### src/loopback_pattern_lane_config_regs.vh
`ifndef LOOPBACK_PATTERN_LANE_CONFIG_REGS_VH
`define LOOPBACK_PATTERN_LANE_CONFIG_REGS_VH

// ==========================================================
// Management addressing
`define DEV_ADDR            5'h1E
`define OFS_LOOP_TP_CTRL    16'h000B
`define OFS_LANE_CFG        16'h000C
`define OFS_MISMATCH_TALLY  16'h000F

// ==========================================================
// Reset values
`define RST_LOOP_TP_CTRL    16'h0D10
`define RST_LANE_CFG        16'h0330

// ==========================================================
// Loopback and test pattern control fields
`define B_FAST_TX_ON        13
`define B_FAST_CHECK_ON     12
`define B_SLOW_CHOICE_TOP   11
`define F_FAST_CHOICE_HI    10
`define F_FAST_CHOICE_LO    8
`define B_SLOW_TX_ON        7
`define B_SLOW_CHECK_ON     6
`define F_SLOW_CHOICE_HI    5
`define F_SLOW_CHOICE_LO    4
`define B_FAR_RETURN        3
`define B_NEAR_RETURN       0

// ==========================================================
// Lane configuration fields
`define F_PICKER_HI         13
`define F_PICKER_LO         12
`define B_LOSS_IGNORE       5
`define B_PLL_IGNORE        4
`define B_REALIGN           2
`define LANE_CFG_RD_MASK    16'hF3F7

// ==========================================================
// Pattern codes
`define PAT_HIGH_FREQ       3'h0
`define PAT_LOW_FREQ        3'h1
`define PAT_MIXED_FREQ      3'h2
`define PAT_CRPAT_LONG      3'h3
`define PAT_CRPAT_SHORT     3'h4
`define PAT_PRBS7           3'h5
`define PAT_PRBS23          3'h6
`define PAT_PRBS31          3'h7

`endif

### src/loopback_pattern_lane_config.v
`timescale 1ns/1ps
`include "loopback_pattern_lane_config_regs.vh"

module loopback_pattern_lane_config (
    input  wire        i_clock,
    input  wire        i_nrst,
    input  wire        i_wr_stb,
    input  wire        i_rd_stb,
    input  wire [4:0]  i_dev_addr,
    input  wire [15:0] i_reg_addr,
    input  wire [15:0] i_wr_data,
    input  wire [1:0]  i_mode,
    input  wire        i_fast_mismatch,
    input  wire        i_slow_mismatch,
    input  wire [3:0]  i_lane_status,
    input  wire [3:0]  i_lane_enable,
    input  wire [3:0]  i_lane_signal_loss,
    input  wire        i_slow_pll_locked,
    input  wire        i_lanes_aligned,
    output reg  [15:0] o_rd_data,
    output reg         o_rd_valid,
    output reg         o_fast_side_pattern_tx_on,
    output reg         o_fast_side_pattern_check_on,
    output reg  [2:0]  o_fast_side_pattern_choice,
    output reg         o_slow_side_pattern_tx_on,
    output reg         o_slow_side_pattern_check_on,
    output reg  [2:0]  o_slow_side_pattern_choice,
    output reg         o_far_return_path_on,
    output reg         o_near_return_path_on,
    output reg         o_lane_realign_force,
    output reg         o_picked_lane_status,
    output reg         o_link_up,
    output reg  [15:0] o_fast_side_mismatch_tally
);

    localparam MODE_KX     = 2'h0;
    localparam MODE_10G    = 2'h1;
    localparam MODE_10G_KR = 2'h2;

    reg  [15:0] ctrl_q;
    reg  [15:0] lane_cfg_q;
    reg  [15:0] tally_q;
    reg  [15:0] tally_d;
    reg  [15:0] rd_d;
    reg  [2:0]  fast_mm_sync_q;
    reg  [15:0] ctrl_d;
    reg  [15:0] lane_cfg_d;
    reg  [15:0] rd_data_d;
    reg         rd_valid_d;
    reg         fast_tx_d;
    reg         fast_check_d;
    reg  [2:0]  fast_choice_d;
    reg         slow_tx_d;
    reg         slow_check_d;
    reg  [2:0]  slow_choice_d;
    reg         far_return_d;
    reg         near_return_d;
    reg         realign_d;
    reg         picked_d;
    reg         link_d;
    reg         fast_ok;
    reg         slow_ok;
    reg         loss_ok;
    reg         pll_ok;
    reg  [3:0]  stat_s0_q;
    reg  [3:0]  stat_s1_q;
    reg  [3:0]  loss_s0_q;
    reg  [3:0]  loss_s1_q;
    reg  [1:0]  pll_s_q;
    reg  [1:0]  algn_s_q;
    reg  [1:0]  mode_s0_q;
    reg  [1:0]  mode_s1_q;

    // ==========================================================
    // Address decode
    function reg_hit;
        input [4:0]  dev;
        input [15:0] addr;
        input [15:0] ofs;
        begin
            reg_hit = (dev == `DEV_ADDR) && (addr == ofs);
        end
    endfunction

    wire        sel_dev = (i_dev_addr == `DEV_ADDR);
    wire        wr_ctrl = i_wr_stb && reg_hit(i_dev_addr, i_reg_addr, `OFS_LOOP_TP_CTRL);
    wire        wr_lane = i_wr_stb && reg_hit(i_dev_addr, i_reg_addr, `OFS_LANE_CFG);
    wire        rd_tally = i_rd_stb && reg_hit(i_dev_addr, i_reg_addr, `OFS_MISMATCH_TALLY);
    wire        tally_full = (tally_q == 16'hFFFF);
    wire [2:0]  fast_code = ctrl_q[`F_FAST_CHOICE_HI:`F_FAST_CHOICE_LO];
    wire [2:0]  slow_code = {ctrl_q[`B_SLOW_CHOICE_TOP], ctrl_q[`F_SLOW_CHOICE_HI:`F_SLOW_CHOICE_LO]};
    wire        fast_mm_pulse = fast_mm_sync_q[1] && !fast_mm_sync_q[2];

    // ==========================================================
    // Pattern legality per mode
    function fast_legal;
        input [2:0] code;
        input [1:0] mode;
        begin
            if (code >= `PAT_PRBS7) begin
                fast_legal = (mode == MODE_KX) || (mode == MODE_10G) || (mode == MODE_10G_KR);
            end else begin
                fast_legal = (mode == MODE_KX) || (mode == MODE_10G);
            end
        end
    endfunction

    function slow_legal;
        input [2:0] code;
        input [1:0] mode;
        begin
            if ((code == `PAT_CRPAT_LONG) || (code == `PAT_CRPAT_SHORT)) begin
                slow_legal = (mode == MODE_KX);
            end else begin
                slow_legal = 1'b1;
            end
        end
    endfunction

    // ==========================================================
    // Fast mismatch synchroniser with edge stage
    always @(posedge i_clock or negedge i_nrst) begin
        if (!i_nrst) begin
            fast_mm_sync_q <= 3'h0;
        end else begin
            fast_mm_sync_q <= {fast_mm_sync_q[1:0], i_fast_mismatch};
        end
    end

    // ==========================================================
    // Lane status and signal loss synchronisers
    always @(posedge i_clock or negedge i_nrst) begin
        if (!i_nrst) begin
            stat_s0_q <= 4'h0;
            stat_s1_q <= 4'h0;
            loss_s0_q <= 4'h0;
            loss_s1_q <= 4'h0;
        end else begin
            stat_s0_q <= i_lane_status;
            stat_s1_q <= stat_s0_q;
            loss_s0_q <= i_lane_signal_loss;
            loss_s1_q <= loss_s0_q;
        end
    end

    // ==========================================================
    // PLL lock, alignment and mode synchronisers
    always @(posedge i_clock or negedge i_nrst) begin
        if (!i_nrst) begin
            pll_s_q   <= 2'h0;
            algn_s_q  <= 2'h0;
            mode_s0_q <= 2'h0;
            mode_s1_q <= 2'h0;
        end else begin
            pll_s_q   <= {pll_s_q[0], i_slow_pll_locked};
            algn_s_q  <= {algn_s_q[0], i_lanes_aligned};
            mode_s0_q <= i_mode;
            mode_s1_q <= mode_s0_q;
        end
    end

    // ==========================================================
    // Register next values
    always @* begin
        ctrl_d     = ctrl_q;
        lane_cfg_d = lane_cfg_q;
        if (wr_ctrl) begin
            ctrl_d = i_wr_data;
        end
        if (wr_lane) begin
            lane_cfg_d = i_wr_data;
        end
    end

    // ==========================================================
    // Registers
    always @(posedge i_clock or negedge i_nrst) begin
        if (!i_nrst) begin
            ctrl_q     <= `RST_LOOP_TP_CTRL;
            lane_cfg_q <= `RST_LANE_CFG;
        end else begin
            ctrl_q     <= ctrl_d;
            lane_cfg_q <= lane_cfg_d;
        end
    end

    // ==========================================================
    // Mismatch tally, clear on read, count wins over clear
    always @* begin
        tally_d = tally_q;
        if (rd_tally) begin
            tally_d = 16'h0000;
        end
        if (fast_mm_pulse && o_fast_side_pattern_check_on && (rd_tally || !tally_full)) begin
            tally_d = tally_d + 16'h0001;
        end
    end

    // ==========================================================
    // Read mux
    always @* begin
        rd_d = 16'h0000;
        if (sel_dev) begin
            case (i_reg_addr)
                `OFS_LOOP_TP_CTRL:   rd_d = ctrl_q;
                `OFS_LANE_CFG:       rd_d = lane_cfg_q & `LANE_CFG_RD_MASK;
                `OFS_MISMATCH_TALLY: rd_d = tally_q;
                default:             rd_d = 16'h0000;
            endcase
        end
    end

    // ==========================================================
    // Pattern legality in the synchronised mode
    always @* begin
        fast_ok = fast_legal(fast_code, mode_s1_q);
        slow_ok = slow_legal(slow_code, mode_s1_q);
    end

    // ==========================================================
    // Link status terms
    always @* begin
        loss_ok = lane_cfg_q[`B_LOSS_IGNORE] || ((loss_s1_q & i_lane_enable) == 4'h0);
        pll_ok  = lane_cfg_q[`B_PLL_IGNORE] || pll_s_q[1];
    end

    // ==========================================================
    // Output next values
    always @* begin
        rd_valid_d    = i_rd_stb;
        rd_data_d     = 16'h0000;
        if (i_rd_stb) begin
            rd_data_d = rd_d;
        end
        fast_tx_d     = ctrl_q[`B_FAST_TX_ON] && fast_ok;
        fast_check_d  = ctrl_q[`B_FAST_CHECK_ON] && fast_ok;
        fast_choice_d = fast_code;
        slow_tx_d     = ctrl_q[`B_SLOW_TX_ON] && slow_ok;
        slow_check_d  = ctrl_q[`B_SLOW_CHECK_ON] && slow_ok;
        slow_choice_d = slow_code;
        far_return_d  = ctrl_q[`B_FAR_RETURN];
        near_return_d = ctrl_q[`B_NEAR_RETURN];
        realign_d     = lane_cfg_q[`B_REALIGN];
        picked_d      = stat_s1_q[lane_cfg_q[`F_PICKER_HI:`F_PICKER_LO]];
        link_d        = algn_s_q[1] && !o_lane_realign_force && loss_ok && pll_ok;
    end

    // ==========================================================
    // Outputs
    always @(posedge i_clock or negedge i_nrst) begin
        if (!i_nrst) begin
            tally_q                      <= 16'h0000;
            o_rd_data                    <= 16'h0000;
            o_rd_valid                   <= 1'b0;
            o_fast_side_pattern_tx_on    <= 1'b0;
            o_fast_side_pattern_check_on <= 1'b0;
            o_fast_side_pattern_choice   <= `PAT_PRBS7;
            o_slow_side_pattern_tx_on    <= 1'b0;
            o_slow_side_pattern_check_on <= 1'b0;
            o_slow_side_pattern_choice   <= `PAT_PRBS7;
            o_far_return_path_on         <= 1'b0;
            o_near_return_path_on        <= 1'b0;
            o_lane_realign_force         <= 1'b0;
            o_picked_lane_status         <= 1'b0;
            o_link_up                    <= 1'b0;
            o_fast_side_mismatch_tally   <= 16'h0000;
        end else begin
            tally_q                      <= tally_d;
            o_fast_side_mismatch_tally   <= tally_d;
            o_rd_valid                   <= rd_valid_d;
            o_rd_data                    <= rd_data_d;
            o_fast_side_pattern_tx_on    <= fast_tx_d;
            o_fast_side_pattern_check_on <= fast_check_d;
            o_fast_side_pattern_choice   <= fast_choice_d;
            o_slow_side_pattern_tx_on    <= slow_tx_d;
            o_slow_side_pattern_check_on <= slow_check_d;
            o_slow_side_pattern_choice   <= slow_choice_d;
            o_far_return_path_on         <= far_return_d;
            o_near_return_path_on        <= near_return_d;
            o_lane_realign_force         <= realign_d;
            o_picked_lane_status         <= picked_d;
            o_link_up                    <= link_d;
        end
    end

endmodule // loopback_pattern_lane_config

### config.mk
export PLATFORM = sky130hd
export DESIGN_NAME = loopback_pattern_lane_config
export DESIGN_NICKNAME = d
export VERILOG_FILES = /design/src/loopback_pattern_lane_config.v
export VERILOG_INCLUDE_DIRS = /design/src
export SDC_FILE = /design/constraint.sdc
export NUM_CORES = 1
export LEC_CHECK = 0
export BUFFER_PORTS_ARGS = -buffer_cell sky130_fd_sc_hd__buf_2
export CAP_MARGIN = 25
export CELL_PAD_IN_SITES_DETAIL_PLACEMENT = 1
export CELL_PAD_IN_SITES_GLOBAL_PLACEMENT = 1
export CORE_MARGIN = 2
export CORE_UTILIZATION = 38
export CTS_BUF_LIST = sky130_fd_sc_hd__clkbuf_4 sky130_fd_sc_hd__clkbuf_8 sky130_fd_sc_hd__clkbuf_16
export CTS_CLUSTER_DIAMETER = 60
export DETAILED_ROUTE_END_ITERATION = 16
export PLACE_DENSITY = 0.75
export SYNTH_ARGS = -nofsm -noshare
export SYNTH_HDL_FRONTEND = slang
export SYNTH_SLANG_ARGS = --single-unit
### constraint.sdc
create_clock -name i_clock -period 1.7 [get_ports i_clock]
set_input_delay 0.51 -clock i_clock [delete_from_list [all_inputs] [get_ports i_clock]]
set_output_delay 0.51 -clock i_clock [all_outputs]
set_load 0.005 [all_outputs]
==> impl_metrics.ini <==
[setup_path]
critPathKind = input pin to flop
end_kind = flop
crit_slowest_cell = or4b_4
r2r_start = tally_q[1]
cpMostUsedCell = nand4_1
required_ps = 1960
reg2reg_depth = 6
startpoint_type = input pin
arrival_ps = 2410
critical_path.max_stage_delay_ps = 550
crit_chain = buf_6, or4b_4, nor3_4, nand4_1, and2_4, ha_4, nand4_1, nor2_2, o211ai_1, xor2_1, nor2_1
reg2reg_slack_ps = -80
r2r_end = tally_q[8]
crit_fanout = 4

[floorplan]
die_area_um2 = 11520
start_util = 0.3914
die_w_um = 107.4
core_um2 = 10370
rows = 37
die_h_um = 107.4
io_pins = 107

[cells_and_area]
fillerInstances = 1110
design.final.nets = 528
area_growth_pct = 37.89
fin_cells = 609
drive_gt1_frac = 0.5370
diodes = 0

[clocking]
cts_made_buffers = 9
clock-sinks = 104
cts_tree = built
cts_buffer_depth = 2
ctsHoldBuffers = 0
worstSkewPairLatency_ps = 370
root_buffer = clkbuf_8
htree_levels = 3
clk_pin_slew_worst_paths_ps = 100

[timing]
setup_ws_ps = -451.0
slew_headroom = 0.7355
post-route-period-util = 1.265
skew_ps = 12.07
hold_slack_ps = 24.56
fmax_mhz = 464.9
finalMaxSlewViolations = 0
finalSetupViolations = 60
grt_setup_unrepaired = yes
tightest_slew_ps = 392.6
final-hold-violation-count = 0
min_period_ps = 2151

[drt]
wl_per_cell_um = 19.32
vias = 3202
routed_wl_um = 11760
viasPerCell = 5.258
drc = 0
drt_pass1_iterations = 5
dr.first_iter.drc_count = 225
ant_nets = 0

[yosys]
syn_area_um2 = 4059
yosysWarnings = 0
yosys_register_bits = 104
yosys.area_share.simple = 0.1492
synth_most_common_cell = dfrtp_1
synth_seq_area_share = 0.6449
synthXorXnorAreaFrac = 0.02158
synth_top_family_by_area = simple AND/OR/NAND/NOR gates
synth_area_leaders = dfrtp_1 57%, dfstp_2 7.8%, mux2_2 5.3%
synthCells = 300
synth_ff_type = dfrtp_1
synth.net_count = 360
synth_mux_area_frac = 0.09525
synth_compound_area_frac = 0.06905
synth_common_cells = 92 x dfrtp_1, 40 x nor2_1, 19 x mux2_2
yosysTopAreaCellShare = 0.5672
synthArstFlopShare = 1.000
netlist.top_cell.by_area = dfrtp_1
synthDistinctLibCells = 46
postSynthAreaPerCell_um2 = 13.53
synth-edff-count = 0
synth_fa_ha_area_frac = 0.003083

[power]
p_total_mw = 4.131
p_sw_frac = 0.2303
pwr-share-seq = 0.610
vdd_drop_max_v = 0.0003670
leakagePower_nw = 2.693
power.internal_mw = 3.179
power-per-cell-area_nw_per_um2 = 738.1
combPwrFrac = 0.047
p_clk_frac = 0.343
power.switching_uw = 951.2

[global_routing]
grt_pass1_vias = 3416
grt_overflow = 0
grt_first_pass_wirelength_um = 18020
grt_start_max_net_pins = 30
antenna_found_initial = 0
grt_usage = 0.2081

[status]
status = complete, but fails checks
violations = setup timing

[place]
dp_slack_ps = -871.7
io_buffers = 105
place.gp.congestion = 0.8376
placed_cells = 583
place_hpwl_um = 8226

[worst_hold_path]
min_path_type = input pin to asynchronous set/reset pin

[job]
cap_violations = 0
==> worst max-delay path: cells and delay by family <==
family	cells	cell delay (ps)
AOI/OAI and AO/OA	1	100
xor gates and xnor gates	1	170
adders and majority gates	1	170
buffers and inverters	1	90
and+or+nand+nor	7	1360
==> cell families (layout without fill, tap and decap cells) <==
group	after synthesis	in the layout
mux	30	30
compound gates	36	36
simple gates	106	107
flops	104	104
xor+xnor	10	10
fa+ha+maj	1	1
buf+inv	13	185
==> cell type report <==
cell class	count	area [µm²]	share of cell area
Multi-Input combinational cell	184	1496	0.2674
Clock buffer	11	138.9	0.02482
Tap cell	136	170.2	0.03040
Clock inverter	5	41.29	0.007378
Sequential cell	104	2618	0.4677
Inverter	3	11.26	0.002012
Timing Repair Buffer	166	1121	0.2003
==> through the flow <==
step	utilization	instance area (µm²)	setup TNS (ps)
after floorplan	-	4080	-22770
after global placement	0.4976	5160	-32980
after detailed placement	0.4976	5160	-35740
after CTS	0.5303	5499	-14480
after global routing	0.5397	5597	-19860
final	0.5397	5597	-19370
==> cell usage in the layout (no fill, tap or decap), drive strengths merged, types with 2 or more instances in the layout <==
cell type	n
nor2	40
nand2	11
nand4b	3
or4b	2
nand3	10
clkbuf	11
dfstp	12
and3	3
buf	166
clkinvlp	2
dfrtp	92
a21oi	8
nor4	2
a222oi	13
xor2	10
and2	7
nor2b	2
nor3b	2
nand4	10
o21ai	4
nor3	3
inv	5
and4	6
mux2	29
a22oi	5
==> registers in the layout (all words and copies together), names as in the netlist, 3 cells and up <==
name and cells:
ctrl_q 16, o_rd_data 16, tally_q 16, lane_cfg_q 13, loss_s0_q 4, loss_s1_q 4, stat_s0_q 4, stat_s1_q 4
fast_mm_sync_q 3, o_fast_side_pattern_choice 3, o_slow_side_pattern_choice 3
==> power groups by stage <==
stage	combinational, mW	clock [mW]	sequential (mW)
3_5_place_dp	0.185	0	2.57
6_report	0.193	1.42	2.52
4_1_cts	0.188	1.47	2.52
3_3_place_gp	0.177	0	2.57
2_1_floorplan	0.0203	0	2.56
5_1_grt	0.214	1.57	2.52
==> how the worst max path moves through the flow <==
stage / from / endpoint / slack (ps) / cells past startpoint
global placement: i_reg_addr[7] / tally_q[8] / -740 / 11
CTS: i_reg_addr[12] / tally_q[8] / -400 / 11
finish: i_reg_addr[12] / tally_q[6] / -450 / 11
global route: i_reg_addr[12] / tally_q[6] / -520 / 11
detailed placement: i_reg_addr[7] / tally_q[8] / -870 / 11
floorplan: i_reg_addr[7] / tally_q[8] / -650 / 10
==> metal layers <==
metal	global-route usage	share of wire	vias to the layer above
li1	-	-	1432
met1	0.2561	0.42	1663
met2	0.3535	0.52	85
met3	0.04903	0.039	22
met4	0.08333	0.022	0
met5	0	0	-
==> timing repair <==
item / in CTS / in global routing
setup endpoints to repair: 53 / 61
gates resized for setup: 18 / 24
setup buffers: 10 / 4
gates cloned: 1 / 1
pin swaps: 15 / 9
Power figures use the tool's default switching activity.
